**src/rtl/debug_port_consts.vh**
```
/*
 * constants for the single wire debug port: opcodes, bit timing,
 * time-out and cycle steal limits, debug map addresses.
 * assumes inclusion by bare name from the design files.
 */
`ifndef DEBUG_PORT_CONSTS_VH
`define DEBUG_PORT_CONSTS_VH

// ----------------------------------------------------------------
// command opcodes
// ----------------------------------------------------------------
`define OP_ENTER_DEBUG       8'h90
`define OP_READ_INMAP_BYTE   8'he4
`define OP_READ_INMAP_WORD   8'hec
`define OP_READ_BYTE         8'he0
`define OP_READ_WORD         8'he8
`define OP_WRITE_INMAP_BYTE  8'hc4
`define OP_WRITE_INMAP_WORD  8'hcc
`define OP_WRITE_BYTE        8'hc0
`define OP_WRITE_WORD        8'hc8

// ----------------------------------------------------------------
// bit timing in debug clock cycles
// ----------------------------------------------------------------
`define BIT_SAMPLE_CYC       10'd10
`define BIT_PULSE1_CYC       10'd7
`define BIT_LOW0_CYC         10'd13
`define BIT_PERIOD_CYC       10'd16
`define TIMEOUT_CYC          10'd512
`define STEAL_WAIT_CYC       8'd128
`define RESUME_DELAY_CYC     4'd8

// ----------------------------------------------------------------
// debug map
// ----------------------------------------------------------------
`define MAP_BASE_HI          8'hff
`define REG_STATUS_ADDR      16'hff01
`define REG_LAST_ADDR        16'hff06
`define STATUS_FW_EN_BIT     7
`define FIFO_DEPTH           16
`define FIFO_AW              4

`endif

```
**src/rtl/debug_fifo.v**
```verilog
/*
 * small flip-flop fifo with valid/ready on both sides.
 * assumes one clock and an asynchronous active-low reset.
 */
`timescale 1ns/10ps
module debug_fifo #(
    parameter W  = 16,
    parameter D  = 16,
    parameter AW = 4
) (
    input  wire         ref_clk,
    input  wire         rst_n,
    input  wire [W-1:0] in_data,
    input  wire         in_valid,
    output wire         in_ready,
    output wire [W-1:0] out_data,
    output wire         out_valid,
    input  wire         out_ready
);
    reg [W-1:0] mem_r [0:D-1];
    reg [AW-1:0] wp_r;
    reg [AW-1:0] rp_r;
    reg [AW:0]   cnt_r;
    wire         push;
    wire         pop;

    assign in_ready  = (cnt_r != D);
    assign out_valid = (cnt_r != 0);
    assign out_data  = mem_r[rp_r];
    assign push      = in_valid & in_ready;
    assign pop       = out_valid & out_ready;

    // storage write
    always @(posedge ref_clk) begin
        if (push) begin
            mem_r[wp_r] <= in_data;
        end
    end

    // pointers and fill count
    always @(posedge ref_clk or negedge rst_n) begin
        if (!rst_n) begin
            wp_r  <= {AW{1'b0}};
            rp_r  <= {AW{1'b0}};
            cnt_r <= {(AW+1){1'b0}};
        end else begin
            if (push) wp_r <= wp_r + 1'b1;
            if (pop)  rp_r <= rp_r + 1'b1;
            if (push && !pop) cnt_r <= cnt_r + 1'b1;
            else if (pop && !push) cnt_r <= cnt_r - 1'b1;
        end
    end
endmodule // debug_fifo

```
**src/rtl/single_wire_debug_port.v**
```verilog
/*
 * single wire background debug port: serial bit engine, hardware
 * command decoder, bus cycle steal, background mode control.
 * assumes an asynchronous host on the wire and a processor bus
 * that flags free cycles and honours a freeze request.
 */
`timescale 1ns/10ps
`include "debug_port_consts.vh"
module single_wire_debug_port (
    input  wire        ref_clk,
    input  wire        rst_n,
    input  wire        debug_wire_in,
    output reg         debug_wire_out,
    output reg         debug_wire_oe,
    input  wire        special_single_chip,
    input  wire        bus_free,
    output reg         bus_freeze,
    output reg         bus_req,
    output reg         bus_we,
    output reg  [15:0] bus_addr,
    output reg  [15:0] bus_wdata,
    output reg  [1:0]  bus_lane,
    output reg         debug_map_en,
    input  wire [15:0] bus_rdata,
    input  wire        instr_boundary,
    input  wire        tag_hit,
    input  wire        enter_debug_instruction,
    input  wire        resume_user,
    output wire        background_active,
    output wire        firmware_debug_enable,
    output reg         exec_hold,
    output wire [15:0] rx_word,
    output wire        rx_word_valid,
    input  wire        rx_word_ready
);
    // ------------------------------------------------------------
    // wire synchroniser and edge detect
    // ------------------------------------------------------------
    reg        sync1_r;
    reg        sync2_r;
    reg        prev_r;
    wire       fall;

    // two flops before any use
    always @(posedge ref_clk or negedge rst_n) begin
        if (!rst_n) begin
            sync1_r <= 1'b1;
            sync2_r <= 1'b1;
            prev_r  <= 1'b1;
        end else begin
            sync1_r <= debug_wire_in;
            sync2_r <= sync1_r;
            prev_r  <= sync2_r;
        end
    end
    // the edge itself is qualified further down: while the target
    // drives a zero, its own low would otherwise look like a new bit

    // ------------------------------------------------------------
    // state and registers
    // ------------------------------------------------------------
    localparam S_OP    = 3'd0;
    localparam S_ADDR  = 3'd1;
    localparam S_WDATA = 3'd2;
    localparam S_ACC   = 3'd3;
    localparam S_RDATA = 3'd4;

    reg  [2:0]  st_r;
    reg  [9:0]  bcnt_r;        // cycles since perceived bit start
    reg  [9:0]  idle_r;        // cycles since last falling edge
    reg         in_bit_r;
    reg  [4:0]  nbits_r;
    reg  [15:0] shift_r;
    reg  [7:0]  cmd_r;
    reg  [15:0] tx_r;
    reg  [7:0]  wait_r;
    reg         fw_en_r;
    reg         active_r;
    reg         enter_pend_r;
    reg  [3:0]  resume_r;
    reg         strap_done_r;
    reg         tx_bit_r;
    wire        sample;
    wire        cmd_read;
    wire        cmd_write;
    wire        cmd_inmap;
    wire        cmd_word;
    wire        fifo_ready;
    wire        in_dbg_range;
    wire        acc_go;
    wire        own_drive;
    wire        map_top;
    wire        reg_hit;

    assign sample    = in_bit_r && (bcnt_r == `BIT_SAMPLE_CYC);
    assign cmd_read  = (cmd_r[7:5] == 3'b111);
    assign cmd_write = (cmd_r[7:5] == 3'b110);
    assign cmd_inmap = cmd_r[2];
    assign cmd_word  = cmd_r[3];
    assign background_active     = active_r;
    assign firmware_debug_enable = fw_en_r;
    assign in_dbg_range = (bus_addr >= `REG_STATUS_ADDR - 16'h0001)
                          && (bus_addr <= `REG_LAST_ADDR);
    // a free bus cycle is taken at once; after the wait runs out the
    // processor is frozen for one stolen cycle instead
    assign acc_go = bus_free | (wait_r >= `STEAL_WAIT_CYC);

    // own zero drive masks edge detection for the rest of the bit
    assign own_drive = (st_r == S_RDATA) && in_bit_r;
    assign fall      = prev_r & ~sync2_r & ~own_drive;

    // debug rom and registers sit in the top page while active
    assign map_top = active_r && (bus_addr[15:8] == `MAP_BASE_HI);
    assign reg_hit = active_r && in_dbg_range;

    // ------------------------------------------------------------
    // bit timing and time-out
    // ------------------------------------------------------------
    always @(posedge ref_clk or negedge rst_n) begin
        if (!rst_n) begin
            bcnt_r   <= 10'd0;
            idle_r   <= 10'd0;
            in_bit_r <= 1'b0;
        end else begin
            if (fall) begin
                bcnt_r   <= 10'd0;
                idle_r   <= 10'd0;
                in_bit_r <= 1'b1;
            end else begin
                if (idle_r != `TIMEOUT_CYC) idle_r <= idle_r + 10'd1;
                if (in_bit_r) bcnt_r <= bcnt_r + 10'd1;
                if (bcnt_r == `BIT_PERIOD_CYC) in_bit_r <= 1'b0;
            end
        end
    end

    // ------------------------------------------------------------
    // transmit drive: one pulse at 7, zero low to 13 then high
    // ------------------------------------------------------------
    always @(posedge ref_clk or negedge rst_n) begin
        if (!rst_n) begin
            debug_wire_out <= 1'b1;
            debug_wire_oe  <= 1'b0;
        end else if (st_r == S_RDATA && in_bit_r) begin
            if (tx_bit_r) begin
                debug_wire_out <= 1'b1;
                debug_wire_oe  <= (bcnt_r == `BIT_PULSE1_CYC);
            end else if (bcnt_r < `BIT_LOW0_CYC) begin
                debug_wire_out <= 1'b0;
                debug_wire_oe  <= 1'b1;
            end else begin
                debug_wire_out <= 1'b1;
                debug_wire_oe  <= (bcnt_r == `BIT_LOW0_CYC);
            end
        end else begin
            debug_wire_out <= 1'b1;
            debug_wire_oe  <= 1'b0;
        end
    end

    // ------------------------------------------------------------
    // command engine
    // ------------------------------------------------------------
    always @(posedge ref_clk or negedge rst_n) begin
        if (!rst_n) begin
            st_r         <= S_OP;
            nbits_r      <= 5'd0;
            shift_r      <= 16'h0000;
            cmd_r        <= 8'h00;
            tx_r         <= 16'h0000;
            tx_bit_r     <= 1'b1;
            wait_r       <= 8'h00;
            bus_req      <= 1'b0;
            bus_we       <= 1'b0;
            bus_addr     <= 16'h0000;
            bus_wdata    <= 16'h0000;
            bus_lane     <= 2'b00;
            bus_freeze   <= 1'b0;
            debug_map_en <= 1'b0;
            fw_en_r      <= 1'b0;
            enter_pend_r <= 1'b0;
        end else if (idle_r == `TIMEOUT_CYC && st_r != S_ACC) begin
            st_r    <= S_OP;
            cmd_r   <= 8'h00;
            nbits_r <= 5'd0;
            // no access is open here, so drop its strobes as well
            bus_req      <= 1'b0;
            bus_freeze   <= 1'b0;
            debug_map_en <= 1'b0;
        end else begin
            bus_req      <= 1'b0;
            bus_freeze   <= 1'b0;
            debug_map_en <= 1'b0;
            if (strap_done_r == 1'b0 && special_single_chip) begin
                fw_en_r <= 1'b1;
            end
            if (active_r || resume_r != 4'd0) enter_pend_r <= 1'b0;
            case (st_r)
            S_OP: begin
                if (sample && fifo_ready) begin
                    shift_r <= {shift_r[14:0], sync2_r};
                    nbits_r <= nbits_r + 5'd1;
                    if (nbits_r == 5'd7) begin
                        nbits_r <= 5'd0;
                        cmd_r   <= {shift_r[6:0], sync2_r};
                        if ({shift_r[6:0], sync2_r} == `OP_ENTER_DEBUG) begin
                            enter_pend_r <= 1'b1;
                        end else if (shift_r[6:5] == 2'b11) begin
                            st_r <= S_ADDR;
                        end
                    end
                end
            end
            S_ADDR: begin
                if (sample && fifo_ready) begin
                    shift_r <= {shift_r[14:0], sync2_r};
                    nbits_r <= nbits_r + 5'd1;
                    if (nbits_r == 5'd15) begin
                        nbits_r  <= 5'd0;
                        bus_addr <= {shift_r[14:0], sync2_r};
                        wait_r   <= 8'h00;
                        st_r     <= cmd_read ? S_ACC : S_WDATA;
                    end
                end
            end
            S_WDATA: begin
                if (sample && fifo_ready) begin
                    shift_r <= {shift_r[14:0], sync2_r};
                    nbits_r <= nbits_r + 5'd1;
                    if (nbits_r == 5'd15) begin
                        nbits_r   <= 5'd0;
                        bus_wdata <= {shift_r[14:0], sync2_r};
                        wait_r    <= 8'h00;
                        st_r      <= S_ACC;
                    end
                end
            end
            S_ACC: begin
                if (wait_r != 8'hff) wait_r <= wait_r + 8'h01;
                if (acc_go) begin
                    bus_req    <= 1'b1;
                    bus_freeze <= ~bus_free;
                    bus_we     <= cmd_write;
                    // in-map commands map the debug area only for this
                    // cycle; while active the top page is mapped anyway
                    debug_map_en <= cmd_inmap | map_top;
                    // odd address low byte, even high, words both
                    bus_lane <= cmd_word ? 2'b11 :
                                (bus_addr[0] ? 2'b01 : 2'b10);
                    if (cmd_write && cmd_inmap && !cmd_word &&
                        bus_addr == `REG_STATUS_ADDR) begin
                        fw_en_r <= bus_wdata[`STATUS_FW_EN_BIT];
                    end
                    if (cmd_read) begin
                        tx_r <= ((cmd_inmap || reg_hit) && !cmd_word &&
                                 bus_addr == `REG_STATUS_ADDR) ?
                                {8'h00, fw_en_r, active_r, 6'h00} :
                                bus_rdata;
                        nbits_r  <= 5'd0;
                        // idle as a one: no drive before the first read bit
                        tx_bit_r <= 1'b1;
                        st_r     <= S_RDATA;
                    end else begin
                        st_r <= S_OP;
                    end
                end
            end
            S_RDATA: begin
                if (fall) begin
                    tx_bit_r <= tx_r[15];
                end
                if (sample) begin
                    tx_r    <= {tx_r[14:0], 1'b0};
                    nbits_r <= nbits_r + 5'd1;
                end
                // leave only once the last bit time has run out, so a
                // final zero is still held low for its full length
                if (nbits_r == 5'd16 && !in_bit_r) begin
                    nbits_r <= 5'd0;
                    st_r    <= S_OP;
                end
            end
            default: st_r <= S_OP;
            endcase
        end
    end

    // ------------------------------------------------------------
    // background mode activation
    // ------------------------------------------------------------
    always @(posedge ref_clk or negedge rst_n) begin
        if (!rst_n) begin
            active_r     <= 1'b0;
            resume_r     <= 4'd0;
            exec_hold    <= 1'b0;
            strap_done_r <= 1'b0;
        end else begin
            strap_done_r <= 1'b1;
            if (!strap_done_r && special_single_chip) begin
                active_r <= 1'b1;
            end else if (active_r) begin
                if (resume_user) active_r <= 1'b0;
            end else if (resume_r != 4'd0) begin
                resume_r  <= resume_r - 4'd1;
                exec_hold <= (resume_r != 4'd1);
            end else if (tag_hit || enter_debug_instruction ||
                         (enter_pend_r && instr_boundary)) begin
                if (fw_en_r) begin
                    active_r  <= 1'b1;
                    exec_hold <= 1'b0;
                end else begin
                    resume_r  <= `RESUME_DELAY_CYC;
                    exec_hold <= 1'b1;
                end
            end
        end
    end

    // ------------------------------------------------------------
    // received words to the debug firmware side
    // ------------------------------------------------------------
    reg         rxv_r;
    reg  [15:0] rxd_r;

    // completed address or data words are queued for firmware
    always @(posedge ref_clk or negedge rst_n) begin
        if (!rst_n) begin
            rxv_r <= 1'b0;
            rxd_r <= 16'h0000;
        end else begin
            rxv_r <= sample && fifo_ready && nbits_r == 5'd15 &&
                     (st_r == S_ADDR || st_r == S_WDATA);
            rxd_r <= {shift_r[14:0], sync2_r};
        end
    end

    debug_fifo #(
        .W  (16),
        .D  (`FIFO_DEPTH),
        .AW (`FIFO_AW)
    ) u_fifo (
        .ref_clk   (ref_clk),
        .rst_n     (rst_n),
        .in_data   (rxd_r),
        .in_valid  (rxv_r),
        .in_ready  (fifo_ready),
        .out_data  (rx_word),
        .out_valid (rx_word_valid),
        .out_ready (rx_word_ready)
    );
endmodule // single_wire_debug_port

```
**config.mk**
```make
export PLATFORM = sky130hd
export DESIGN_NAME = single_wire_debug_port
export DESIGN_NICKNAME = d
export VERILOG_FILES = /design/src/rtl/debug_fifo.v /design/src/rtl/single_wire_debug_port.v
export VERILOG_INCLUDE_DIRS = /design/src /design/src/rtl
export SDC_FILE = /design/constraint.sdc
export NUM_CORES = 1
export LEC_CHECK = 0
export BUFFER_PORTS_ARGS = -buffer_cell sky130_fd_sc_hd__buf_2
export CORE_MARGIN = 1
export CORE_UTILIZATION = 45
export DETAILED_ROUTE_END_ITERATION = 8
export HOLD_SLACK_MARGIN = 0.12
export SKIP_LAST_GASP = 1
export SLEW_MARGIN = 20
export SYNTH_ARGS = -nofsm -noshare
export SYNTH_HDL_FRONTEND = slang
export SYNTH_HIERARCHICAL = 1
export SYNTH_SLANG_ARGS = --single-unit
```
**constraint.sdc**
```tcl
create_clock -name ref_clk -period 3.5 [get_ports ref_clk]
set_input_delay 0.35 -clock ref_clk [delete_from_list [all_inputs] [get_ports ref_clk]]
set_output_delay 0.35 -clock ref_clk [all_outputs]
set_load 0.01 [all_outputs]
```
==> impl_metrics.yaml <==
power_and_ir_drop:
  switching_power_mw: 2.18
  intPower_mw: 8.13
  p_leak_nw: 7.80
  vdd_drop_max_uv: 573
  pwr_density_cell_nw_per_um2: 514
  p_comb_share_pct: 3.0
  p_sw_share_pct: 21.1
  power_frac_seq_pct: 52.4
  clockPowerShare_pct: 44.6
logic_synthesis:
  ys.flop_type: "edfxtp_1"
  yosysSeqAreaShare_pct: 66.9
  ys_types: 71
  ys_ff_latch: 412
  syn_area_um2: 17300
  ys_warn_count: 6
  avgSynthCellArea_um2: 15.5
  async_flop_share_pct: 37.9
  synth-edff-count: 256
  syn-num-nets: 1170
  syn_inst: 1121
clock_tree:
  numClockSinks: 412
  clockRootBuffer: "clkbuf_16"
  numCtsBuffers: 42
  clk_latency_ns: 0.57
  clockBufferDepth: 3
  path_clk_slew_ns: 0.06
  cts_tree: "built"
  htreeDepth: 2
cells_and_area:
  postLayoutCoreUtil_pct: 53.1
  drive_gt1_share_pct: 26.0
  antennaDiodeCount: 0
  syn_to_final_growth_pct: 15.7
  final_nets: 1306
  finalInstanceArea_um2: 20000
setup_path:
  worstPathRequired_ns: 3.15
  crit_type: "register to output port"
  r2r_setup_slack_ns: 0.77
  r2r-start: "nbits_r[0]"
  worst_setup_path_end_kind: "output port"
  rr_worst_depth: 9
  critPathArrivalTime_ns: 2.79
  reg2reg_to: "bus_addr[0]"
  critPathLaunchType: "register"
  path_max_fanout: 23
sta:
  drv_slew: 0
  worst_slew_pin_slew_ns: 0.783
  finalCritPeriodShare_pct: 89.6
  finClkSkew_ns: 0.0241
  slew_headroom_pct: 47.8
  fin_tns_setup_ns: 0
  min_period_ns: 3.14
  setup_viol: 0
  max_freq_ghz: 0.319
  hold-worst-slack_ns: 0.149
  hold_violations: 0
  rsz0062_at_grt: "false"
grt:
  grt_max_degree: 70
  first_global_vias: 9904
  antenna_found_initial: 0
  grt_pass1_wl_um: 58000
  overflow: 0
  grt.total_usage_pct: 19.5
die:
  num_rows: 71
  die_h_um: 198
  pin_count: 86
  start_util_pct: 45.9
  core_um2: 37800
  design.die.area_um2: 39300
  die_w_um: 198
placement:
  post_dp_cell_area_um2: 18400
  io_buffers: 85
  dp_hpwl_um: 23700
  routabilityCongestion: 0.782
route:
  vias: 9739
  drt_first_pass_iters: 5
  totalWireLength_um: 36500
  postRouteAntennaNets: 0
  dr.first_iter.drc_count: 588
  drc_errors: 0
  viasPerCell: 5.40
  wire_per_inst_um: 20.2
worst_hold_path:
  hp-class: "primary input to register"
  holdCritStartpoint: "tag_hit"
  whs_endpoint: "background_active"
  hold_depth: 4
run:
  drv_cap: 0
outcome:
  status: "finished clean"
[Yosys cell counts (22+ instances only)]
| cell | number | area [um2] |
|---|---|---|
| edfxtp_1 | 256 | 7690 |
| a22oi_1 | 31 | 233 |
| dfrtp_1 | 151 | 3780 |
| nand3_1 | 24 | 120 |
| clkbuf_1 | 24 | 90.1 |
| mux2i_1 | 70 | 701 |
| mux2_2 | 41 | 462 |
| inv_1 | 23 | 86.3 |
| ha_1 | 22 | 275 |
| nor2_1 | 58 | 218 |
| nand2_1 | 76 | 285 |
| mux4_2 | 32 | 721 |
| o21ai_0 | 54 | 270 |
| a221oi_2 | 30 | 450 |
[through the flow]
stage / power, mW / cells / worst slack (ns)
2_1_floorplan: 5.64 / 1121 / 0.898
3_3_place_gp: 5.79 / 1705 / 0.831
3_5_place_dp: 5.79 / 1705 / 0.780
4_1_cts: 10.4 / 1802 / 0.288
5_1_grt: 10.7 / 1802 / 0.204
6_report: 10.3 / 1802 / 0.363
[final cells by class]
cell class	count	area, um2
clock inverters	23	260
fillers	3118	17700
inverters	24	90.1
repair buffers	150	1000
well taps	511	639
flip-flops and latches	412	11600
multi-input cells	627	5270
clock buffers	55	1170
[worst max-delay path: stages (launching register included)]
cell	delay (ns)
dfrtp_4	0.74
buf_4	0.42
mux4_2	0.57
a22oi_1	0.19
nand2_1	0.14
buf_2	0.16
[worst max path at each step]
stage                         startpoint            to  slack (ns)  cells after the start
after floorplan               nbits_r[0]  bus_addr[10]        0.90                      9
after global placement        nbits_r[0]  bus_addr[15]        0.83                      9
after detailed placement      nbits_r[0]  bus_addr[15]        0.78                      9
after CTS                 u_fifo/rp_r[0]    rx_word[4]        0.29                      5
after global routing      u_fifo/rp_r[0]    rx_word[4]        0.20                      5
final                     u_fifo/rp_r[0]    rx_word[4]        0.36                      5
[layout by cell type (no fill, tap or decap), types with 12 or more instances in the layout]
| cell type | Yosys | routed |
|---|---|---|
| nand3_1 | 24 | 24 |
| clkbuf_16 | 0 | 43 |
| and3_1 | 12 | 12 |
| dlygate4sd3_1 | 0 | 19 |
| ha_1 | 22 | 22 |
| buf_2 | 9 | 84 |
| a221oi_2 | 30 | 30 |
| a22oi_1 | 31 | 31 |
| nand2_1 | 76 | 76 |
| xor2_1 | 14 | 14 |
| mux4_2 | 32 | 32 |
| edfxtp_1 | 256 | 256 |
| nor3_1 | 21 | 17 |
| a21oi_1 | 15 | 15 |
| buf_4 | 6 | 43 |
| mux2i_1 | 70 | 70 |
| nor2_1 | 58 | 58 |
| mux2_2 | 41 | 41 |
| xnor2_1 | 14 | 14 |
| o21ai_0 | 54 | 54 |
| dfrtp_1 | 151 | 150 |
| inv_1 | 23 | 23 |
[sequential cells by signal, summed over array words and instances (netlist names), 10 cells and up]
name	flops
bcnt_r	10
bus_addr	16
bus_wdata	16
idle_r	10
rxd_r	16
shift_r	15
tx_r	16
u_fifo/mem_r	256
[what timing repair did]
action / CTS / global route
hold buffers: 19 / 0
resized for setup: 0 / 0
endpoints found under the hold margin: 85 / 0
setup endpoints to repair: 0 / 0
setup buffers: 0 / 0
[power groups by stage]
stage	clock [mW]	combinational, mW	sequential [mW]
after floorplan	0	0.220	5.42
after global placement	0	0.295	5.49
after detailed placement	0	0.294	5.50
after CTS	4.71	0.313	5.40
after global routing	4.89	0.355	5.42
final	4.60	0.308	5.40
[metal layers]
metal / global-route usage [%] / share of wire (%) / routed length [um] / vias to the layer above
met5: 0 / 0 / 0 / -
met3: 3.20 / 4.0 / 1460 / 41
li1: - / - / - / 4553
met1: 27.9 / 47 / 17200 / 4952
met2: 30.6 / 47 / 17100 / 193
met4: 5.94 / 1.8 / 659 / 0
[cell families (layout without fill, tap and decap cells)]
kind of cell / after synthesis / count (layout) / synth area share [%]
fa+ha+maj: 24 / 24 / 1.76
simple gates: 246 / 246 / 7.40
flops: 412 / 412 / 66.9
mux: 154 / 154 / 11.8
buf+inv: 82 / 252 / 2.74
other cells: 1 / 1 / 0.0216
compound gates: 174 / 174 / 7.92
xor+xnor: 28 / 28 / 1.42
(Power assumes the default switching activity.)
